$ cat config.mk
export PLATFORM = sky130hd
export DESIGN_NAME = iwd_watchdog
export DESIGN_NICKNAME = d
export VERILOG_FILES = /design/src/design/iwd_pkg.sv /design/src/design/iwd_watchdog.sv
export SDC_FILE = /design/constraint.sdc
export NUM_CORES = 1
export LEC_CHECK = 0
export ABC_CLOCK_PERIOD_IN_PS = 3050
export BUFFER_PORTS_ARGS = -buffer_cell sky130_fd_sc_hd__clkbuf_2
export CAP_MARGIN = 15
export CELL_PAD_IN_SITES_DETAIL_PLACEMENT = 1
export CELL_PAD_IN_SITES_GLOBAL_PLACEMENT = 2
export CORE_ASPECT_RATIO = 1.5
export CORE_MARGIN = 4
export CORE_UTILIZATION = 35
export DETAILED_ROUTE_END_ITERATION = 8
export GPL_ROUTABILITY_DRIVEN = 0
export HOLD_SLACK_MARGIN = 0.1
export PLACE_DENSITY_LB_ADDON = 0.3
export REMOVE_ABC_BUFFERS = 1
export SLEW_MARGIN = 20
export SYNTH_ARGS = -nofsm -noshare
export SYNTH_HDL_FRONTEND = slang
export SYNTH_SLANG_ARGS = --single-unit
$ cat constraint.sdc
create_clock -name clk_i -period 3.05 [get_ports clk_i]
set_clock_uncertainty 0.2 [all_clocks]
set_input_delay 0.915 -clock clk_i [delete_from_list [all_inputs] [get_ports clk_i]]
set_output_delay 0.915 -clock clk_i [all_outputs]
set_load 0.05 [all_outputs]
$ cat src/design/iwd_pkg.sv
/*
  Package for the I/O port watchdog: port addresses, action codes,
  prescaler figures and the carrier struct for port reads and writes.
  Assumes a 50 MHz system clock and a byte-wide I/O write strobe.
*/
// Functional notes
// - A byte written at the interval port sets a countdown of that many seconds.
// - The byte at the action port picks reset, interrupt line 10, 15 or 11, or NMI.
// - Writing zero to the interval port stops the watchdog until a nonzero load.
// - Any access to the interval port reloads the counter, which then counts down.
// - On expiry without refresh the selected reset or interrupt is raised.
package iwd_pkg;

  // ----------------------------------------------------------------
  // port addresses
  // ----------------------------------------------------------------
  localparam logic [15:0] IWD_INTERVAL_PORT = 16'h0443;
  localparam logic [15:0] IWD_ACTION_PORT   = 16'h0444;

  // ----------------------------------------------------------------
  // reset values and action codes
  // ----------------------------------------------------------------
  localparam logic [7:0] IWD_INTERVAL_RST = 8'h00;
  localparam logic [7:0] IWD_ACTION_RST   = 8'h00;

  typedef enum logic [2:0] {
    IWD_ACT_RESET = 3'b000,
    IWD_ACT_IRQ10 = 3'b001,
    IWD_ACT_IRQ15 = 3'b010,
    IWD_ACT_IRQ11 = 3'b011,
    IWD_ACT_NMI   = 3'b100
  } iwd_action_t;

  // ----------------------------------------------------------------
  // timing
  // ----------------------------------------------------------------
  localparam int IWD_CLK_HZ      = 50_000_000;
  localparam int IWD_TICK_S      = 1;
  localparam int IWD_TICK_CYCLES = IWD_CLK_HZ * IWD_TICK_S;

  // ----------------------------------------------------------------
  // carrier for one I/O port access
  // ----------------------------------------------------------------
  typedef struct packed {
    logic        wr;
    logic        rd;
    logic [15:0] addr;
    logic [7:0]  data;
  } iwd_io_t;

endpackage : iwd_pkg

$ cat src/design/iwd_watchdog.sv
/*
  I/O port watchdog timer: two write-only byte ports set the interval in
  seconds and the expiry action; expiry raises a reset or interrupt.
  Assumes I/O strobes are one-cycle pulses synchronous to clk_i.
*/
`timescale 1ns/1ps
`default_nettype none
module iwd_watchdog
  import iwd_pkg::*;
#(
  parameter int TICK_CYCLES = IWD_TICK_CYCLES
) (
  // clock and reset
  input  wire logic    clk_i,
  input  wire logic    reset_i,
  // host I/O port access
  input  wire iwd_io_t io_i,
  // expiry outputs, one-cycle pulses
  output logic         sys_reset_o,
  output logic         irq10_o,
  output logic         irq15_o,
  output logic         irq11_o,
  output logic         nmi_o,
  // status
  output logic         running_o
);

  // ----------------------------------------------------------------
  // countdown states
  // ----------------------------------------------------------------
  // the timer is either stopped or counting; expiry drops back to idle
  typedef enum logic [1:0] {
    IWD_ST_IDLE  = 2'b00,
    IWD_ST_COUNT = 2'b01
  } iwd_state_t;

  // ----------------------------------------------------------------
  // port decode
  // ----------------------------------------------------------------
  wire logic        port_access;
  wire logic        interval_sel;
  wire logic        action_sel;
  wire logic        interval_hit;
  wire logic        interval_wr;
  wire logic        action_wr;
  wire logic        action_legal;

  assign port_access  = io_i.wr | io_i.rd;
  assign interval_sel = (io_i.addr == IWD_INTERVAL_PORT);
  assign action_sel   = (io_i.addr == IWD_ACTION_PORT);
  assign interval_hit = port_access && interval_sel;
  assign interval_wr  = io_i.wr && interval_sel;
  assign action_wr    = io_i.wr && action_sel;
  // codes 5 to 7 fit the field but name no action
  assign action_legal = (io_i.data <= 8'h04);

  // ----------------------------------------------------------------
  // countdown terms
  // ----------------------------------------------------------------
  wire logic        tick;
  wire logic        last_second;
  wire logic        expire;
  wire logic        enabled;
  wire logic [7:0]  reload_value;

  logic [31:0]      prescale;
  logic [31:0]      next_prescale;
  logic [7:0]       timeout_interval_seconds;
  logic [7:0]       next_interval;
  logic [7:0]       count;
  logic [7:0]       next_count;
  iwd_state_t       state;
  iwd_state_t       next_state;
  iwd_action_t      expiry_action_select;
  iwd_action_t      next_action;

  // a write brings its own byte; a read reuses the stored one
  assign reload_value = interval_wr ? io_i.data : timeout_interval_seconds;
  assign enabled      = (state == IWD_ST_COUNT);
  // comparing with TICK_CYCLES - 1 makes each second exactly
  // TICK_CYCLES clocks long, counted from the reload
  assign tick         = (prescale == 32'(TICK_CYCLES - 1));
  // count of 1 at a tick means the interval has fully elapsed
  assign last_second  = (count == 8'h01);
  // an access in the same cycle wins, so a late refresh still saves
  assign expire       = enabled && tick && last_second && !interval_hit;

  // ----------------------------------------------------------------
  // configuration ports
  // ----------------------------------------------------------------
  always_comb begin
    next_interval = timeout_interval_seconds;
    next_action   = expiry_action_select;
    if (interval_wr) begin
      next_interval = io_i.data;
    end
    // codes above 4 are ignored; the previous action is kept
    if (action_wr && action_legal) begin
      next_action = iwd_action_t'(io_i.data[2:0]);
    end
  end

  always_ff @(posedge clk_i) begin
    if (reset_i) begin
      timeout_interval_seconds <= IWD_INTERVAL_RST;
      expiry_action_select     <= iwd_action_t'(IWD_ACTION_RST[2:0]);
    end else begin
      timeout_interval_seconds <= next_interval;
      expiry_action_select     <= next_action;
    end
  end

  // ----------------------------------------------------------------
  // prescaler
  // ----------------------------------------------------------------
  // prescaler restarts on reload so the first second is whole
  always_comb begin
    next_prescale = prescale + 32'h0000_0001;
    if (interval_hit || !enabled || tick) begin
      next_prescale = 32'h0000_0000;
    end
  end

  always_ff @(posedge clk_i) begin
    if (reset_i) begin
      prescale <= 32'h0000_0000;
    end else begin
      prescale <= next_prescale;
    end
  end

  // ----------------------------------------------------------------
  // countdown control
  // ----------------------------------------------------------------
  // any access refreshes a running timer too, though the host is meant
  // to stop it first; refusing the access would only lose a refresh
  always_comb begin
    next_state = state;
    next_count = count;
    case (state)
      IWD_ST_IDLE: begin
        if (interval_hit && reload_value != 8'h00) begin
          next_state = IWD_ST_COUNT;
          next_count = reload_value;
        end else if (interval_hit) begin
          next_count = 8'h00;
        end
      end
      IWD_ST_COUNT: begin
        if (interval_hit && reload_value == 8'h00) begin
          next_state = IWD_ST_IDLE;
          next_count = 8'h00;
        end else if (interval_hit) begin
          next_count = reload_value;
        end else if (expire) begin
          next_state = IWD_ST_IDLE;
          next_count = 8'h00;
        end else if (tick) begin
          next_count = count - 8'h01;
        end
      end
      default: begin
        next_state = IWD_ST_IDLE;
        next_count = 8'h00;
      end
    endcase
  end

  always_ff @(posedge clk_i) begin
    if (reset_i) begin
      state <= IWD_ST_IDLE;
      count <= 8'h00;
    end else begin
      state <= next_state;
      count <= next_count;
    end
  end

  // ----------------------------------------------------------------
  // expiry action
  // ----------------------------------------------------------------
  wire logic [4:0]  action_onehot;
  wire logic [4:0]  action_pulse;

  // one decoded line per code, so two outputs can never pulse at once
  genvar act;
  generate
    for (act = 0; act < 5; act++) begin : g_action
      logic pulse;
      assign action_onehot[act] = (expiry_action_select == 3'(act));
      always_ff @(posedge clk_i) begin
        if (reset_i) begin
          pulse <= 1'b0;
        end else begin
          pulse <= expire && action_onehot[act];
        end
      end
      assign action_pulse[act] = pulse;
    end
  endgenerate

  // ----------------------------------------------------------------
  // status and outputs
  // ----------------------------------------------------------------
  always_ff @(posedge clk_i) begin
    if (reset_i) begin
      running_o <= 1'b0;
    end else begin
      running_o <= enabled;
    end
  end

  // outputs stay one flop deep; the mapping below is wiring only
  assign sys_reset_o = action_pulse[IWD_ACT_RESET];
  assign irq10_o     = action_pulse[IWD_ACT_IRQ10];
  assign irq15_o     = action_pulse[IWD_ACT_IRQ15];
  assign irq11_o     = action_pulse[IWD_ACT_IRQ11];
  assign nmi_o       = action_pulse[IWD_ACT_NMI];

endmodule : iwd_watchdog
`default_nettype wire

### After elaboration in Yosys (flattened, before gate mapping)

Index checks and enable logic that the tools add are counted.

| word-level totals | value |
|---|---|
| register bits after elaboration | 59 |
| output and inout bits | 6 |
| input bits | 28 |
| logic and storage cells | 67 |

| operators by class | value |
|---|---|
| bitwise logic cells | 1 |
| order comparisons | 1 |
| $add $sub $neg | 2 |
| reductions and logical operators | 25 |
| equal/unequal tests | 14 |
| mux-type cells | 13 |

Operators with widths:

| cell | number |
|---|---|
| $mux W8 | 7 |
| $add A32 B1 Y32 const B | 1 |
| $eq A16 B11 Y1 const B | 2 |
| $eq A32 B26 Y1 const B | 1 |
| $pmux W8 S2 | 1 |
| $logic_and A1 B1 Y1 | 14 |
| $eq A8 B1 Y1 const B | 1 |
| $le A8 B3 Y1 const B | 1 |
| $logic_not A8 Y1 | 1 |
| $mux W2 | 4 |
| $reduce_bool A8 Y1 | 1 |
| $sub A8 B1 Y8 const B | 1 |
| $eq A3 B2 Y1 const B | 2 |
| $ne A3 B2 Y1 const B | 2 |
| $ne A5 B4 Y1 const B | 1 |
| $pmux W2 S2 | 1 |
| $eq A3 B1 Y1 const B | 1 |
| $eq A3 B3 Y1 const B | 1 |
| $logic_not A3 Y1 | 1 |
| $ne A3 B3 Y1 const B | 1 |
| $reduce_and A3 Y1 | 1 |
| $eq A2 B1 Y1 const B | 1 |
| $logic_not A1 Y1 | 2 |
| $logic_not A2 Y1 | 1 |
| other kinds (5) | 6 |

### Depth between registers and ports, before layout

| logic depth | value |
|---|---|
| depth in word-level cells | 8 |
| mapped depth | 8 |
| gate-level depth less buffers | 7 |

### Worst setup path before layout

No wires, ideal clock.

| path | value |
|---|---|
| path kind | input -> register |
| start point | in io_i[19] (netlist name) |
| end point | reg count[0] |
| buffers on the path | 1 |
| setup time | 0.070 ns |
| stages on the path | 7 |
| data arrival time | 2.475 ns |
| setup slack | 0.305 ns |
| data required time | 2.780 ns |
| cells stage by stage | nor4b_1 > nand3_1 > or3_1 > clkbuf_1 > mux2i_1 > o21a_1 > a21oi_1 |

| on the way | value |
|---|---|
| word-level cells in the longest chain between the ends | 8 |
| elaborated cells on any way between the ends | 18 |
| classes of those cells | eq/ne: 3; mux: 6; reduce/logical: 9 |

Ends and longest elaborated chain:

| element | line | text |
|---|---|---|
| start, declared | iwd_watchdog.sv:17 | `input wire iwd_io_t io_i,` |
| $eq A16 B11 Y1 * | iwd_watchdog.sv:49 | `assign interval_sel = (io_i.addr == IWD_INTERVAL_PORT);` |
| branches (longest 7 deep; another with $mux W8) | n/a |  |
| end signal, assigned | iwd_watchdog.sv:175 | `count <= next_count;` |
| end, declared | iwd_watchdog.sv:70 | `logic [7:0] count;` |

Mark *: on every way between the ends.
A chain may end at the register's enable or synchronous reset.

### Worst setup path in the final report

| path | value |
|---|---|
| start point | in io_i[19] (netlist name) |
| end point | reg count[5] |

The elaborated chain is that of the path after synthesis.

==> results.py <==
metrics = {
    "outcome": {
        "status": "completed",
    },
    "setup_path": {
        "critical_path.startpoint_type": "primary input",
        "critical_path.max_stage_delay_ns": 0.60,
        "arrival_time_reported_for_the_critical_path_endpoint_ns": 2.64,
        "cp.required_ns": 3.06,
        "critical_path.cell_chain": "clkbuf_2 -> nor4b_1 -> nand3_1 -> or3_1 -> mux2i_1 -> o21a_1 -> a21oi_1",
        "cp.buffers_inverters": 1,
        "critical-path-slowest-cell": "sky130_fd_sc_hd__or3_1",
        "critical_path.reg2reg.startpoint": "prescale[0]",
        "r2r_slack_ns": 0.58,
        "r2r.worst_path.cells": 7,
        "timing_worst_setup_path_type": "in2reg",
        "timing.critical_path.max_delay_family": "simple AND/OR/NAND/NOR gates",
        "worstReg2RegEnd": "count[3]",
        "category_of_the_worst_setup_path_capture_point": "register",
        "path_max_fanout": 8,
    },
    "clock_tree": {
        "cts_max_level": 3,
        "clk_path_buf_depth": 2,
        "post-cts-setup-buffers": 0,
        "tritoncts_clock_tree": "yes",
        "cts.sinks": 58,
        "clk_pin_slew_ns": 0.05,
        "ctsResizeCount": 0,
        "clockRootBuffer": "sky130_fd_sc_hd__clkbuf_16",
        "post_cts_hold_buffer_count": 0,
        "cts-buffers-inserted": 9,
        "clock_insertion_delay_worst_skew_ns": 0.32,
    },
    "placed_design": {
        "hpwl_um": 5890,
        "placedCellCount": 485,
        "buffer_ports.inserted": 33,
    },
    "logic_synthesis": {
        "yosysTopAreaCell": "sky130_fd_sc_hd__dfxtp_1",
        "post_synthesis_mean_instance_area_sq_um": 8.35,
        "yosysMostFrequentCell": "sky130_fd_sc_hd__nor2_1",
        "synth_simple_gate_area_share": 0.315,
        "synth_top_family_by_area": "simple AND/OR/NAND/NOR gates",
        "synthesis.yosys.warnings": 0,
        "netlist-cell-type-count": 39,
        "synthAdderAreaFrac": 0.0131,
        "netlist_instances": 343,
        "synth.area.top_cells": "sky130_fd_sc_hd__dfxtp_1 41%, sky130_fd_sc_hd__nor2_1 8.4%, sky130_fd_sc_hd__xnor2_1 4.9%, sky130_fd_sc_hd__xor2_1 4.9%, sky130_fd_sc_hd__mux2i_1 3.8%",
        "synthXorXnorAreaFrac": 0.0979,
        "synth_compound_area_frac": 0.0997,
        "post-synth-top-area-fraction": 0.406,
        "async_flop_share": 0,
        "synth_top_flop_cell": "sky130_fd_sc_hd__dfxtp_1",
        "netlist_area_sq_um": 2860,
        "muxShareOfSynthArea": 0.0385,
        "sequential_fraction_of_the_synthesis_area": 0.406,
        "number_of_enable_type_register_cells_in_the_synthesized_netlist": 0,
        "yosys-top-cells-count": "64 x sky130_fd_sc_hd__nor2_1, 58 x sky130_fd_sc_hd__dfxtp_1, 23 x sky130_fd_sc_hd__nand2_1",
        "number_of_synthesized_register_bits": 58,
    },
    "global_route": {
        "grt_pass1_vias": 2811,
        "global_route_wire_length_before_repair_um": 12900,
        "gr-total-overflow": 0,
        "grt_start_max_net_pins": 33,
        "grt.total_usage": 0.171,
        "grt_antenna_before_repair": 0,
    },
    "flow_run": {
        "max_cap_violations": 0,
    },
    "die": {
        "design.portCount": 34,
        "initial_core_util": 0.358,
        "die_width_um": 81.8,
        "fp.dieArea_sq_um": 9720,
        "floorplan.rows": 40,
        "dieHeight_um": 119,
        "core-area_sq_um": 8010,
    },
    "min_path": {
        "worst_hold_path.num_cells": 1,
        "timing.hold.worst.start": "prescale[0]",
        "min_delay_worst_endpoint": "prescale[0]",
        "worst_hold_path_type": "reg2reg",
    },
    "timing": {
        "worst-slew-pin-transition_ns": 0.502,
        "max_freq_mhz": 380,
        "min_period_ns": 2.63,
        "post-route-period-util": 0.863,
        "finalSetupViolations": 0,
        "hold_violations": 0,
        "grt_setup_unrepaired": "no",
        "timing.max_slew.rel_slack": 0.664,
        "finalSetupTns_ns": 0,
        "timing.final.max_slew_violations": 0,
    },
    "layout": {
        "syn_to_final_growth_pct": 22.0,
        "nNetsFinal": 422,
        "n_antenna_cell": 0,
        "utilization": 0.436,
        "layout-drive-gt1-share": 0.170,
        "final-instance-count-excl-fill": 499,
    },
    "pwr": {
        "pwr_density_cell_nw_per_um2": 485,
        "p_leak_nw": 1.30,
        "irDropWorstVdd_mv": 0.277,
    },
    "detailed_routing": {
        "detailedRoute.firstPassIterationCount": 4,
        "vias": 2585,
        "drtIter0Drc": 112,
        "postRouteWirelength_um": 7600,
        "detail_route.drc_violations": 0,
        "antenna_violating_nets_left": 0,
        "route.detailed.wl_per_inst_um": 15.2,
        "viasPerCell": 5.18,
    },
}
## per-layer routing
metal  vias to the layer above  global-route usage  wire [um]
met5                         -                   0          0
met3                        11              0.0259        223
met1                      1225               0.171       2930
li1                       1310                   -          -
met4                         0              0.0686        113
met2                        39               0.330       4330
## power breakdown
part	total, W	switching, W	internal (W)	leakage [nW]
Sequential	0.000759	0.00000000433	0.000759	0.467
Clock	0.000882	0.000319	0.000562	0.123
Combinational	0.0000548	0.0000298	0.0000250	0.715
## final cells by class
cell class	instances	area, sq um
well taps	105	131
clock buffers	14	254
multi-input cells	263	1620
flip-flops and latches	58	1160
fillers	995	4510
inverters	11	41.3
repair buffers	48	290
## kinds of logic after synthesis
group,after synthesis
AND/OR/NAND/NOR,173
flip-flops,58
AO/OA/AOI/OAI,44
XOR/XNOR,32
buffers and inverters,22
multiplexers,11
adder cells (fa/ha/maj),3
## worst max path at each step
| stage | start | endpoint | slack, ns | depth (start not counted) |
|---|---|---|---|---|
| after CTS | io_i[19] | count[3] | 0.41 | 7 |
| after floorplan | io_i[19] | prescale[10] | 0.06 | 5 |
| after detailed placement | io_i[19] | count[5] | 0.07 | 7 |
| after global routing | io_i[19] | count[3] | 0.16 | 7 |
| final | io_i[19] | count[5] | 0.42 | 7 |
| after global placement | io_i[19] | count[5] | 0.12 | 7 |
## cells in the final DEF (no fill, tap or decap), drive strengths merged
cell / synthesis / routed
nor2: 64 / 64
dfxtp: 58 / 58
clkbuf: 8 / 47
nand2: 23 / 23
nand3: 20 / 20
a21oi: 18 / 18
xor2: 16 / 16
xnor2: 16 / 16
nor3: 15 / 15
buf: 3 / 15
inv: 11 / 11
nand4: 11 / 11
mux2i: 11 / 11
and3: 9 / 9
o32ai: 7 / 7
nor4: 7 / 7
or3: 6 / 6
o21a: 6 / 6
o21ai: 6 / 6
and4: 5 / 5
nor4b: 3 / 3
ha: 3 / 3
or4: 3 / 3
or4b: 2 / 2
nor3b: 2 / 2
a211oi: 2 / 2
and3b: 1 / 1
and2: 1 / 1
o31a: 1 / 1
o41ai: 1 / 1
or2: 1 / 1
a2bb2oi: 1 / 1
a2111oi: 1 / 1
o211ai: 1 / 1
## stage by stage
| stage | hold WS (ns) | total power, W | worst slack [ns] | cell area, sq um |
|---|---|---|---|---|
| after floorplan | 0.230 | 0.000792 | 0.0610 | 2820 |
| after global placement | 0.241 | 0.000830 | 0.124 | 3240 |
| after detailed placement | 0.260 | 0.000830 | 0.0723 | 3240 |
| after CTS | 0.271 | 0.00172 | 0.405 | 3490 |
| after global routing | 0.294 | 0.00176 | 0.159 | 3490 |
| final | 0.260 | 0.00170 | 0.417 | 3490 |
## sequential cells by signal, summed over array words and instances, names as in the netlist
register / count
count: 8
timeout_interval_seconds: 8
expiry_action_select: 3
sys_reset_o: 1
state: 1
nmi_o: 1
irq15_o: 1
irq11_o: 1
running_o: 1
prescale: 32
irq10_o: 1
Power figures use the tool's default switching activity.
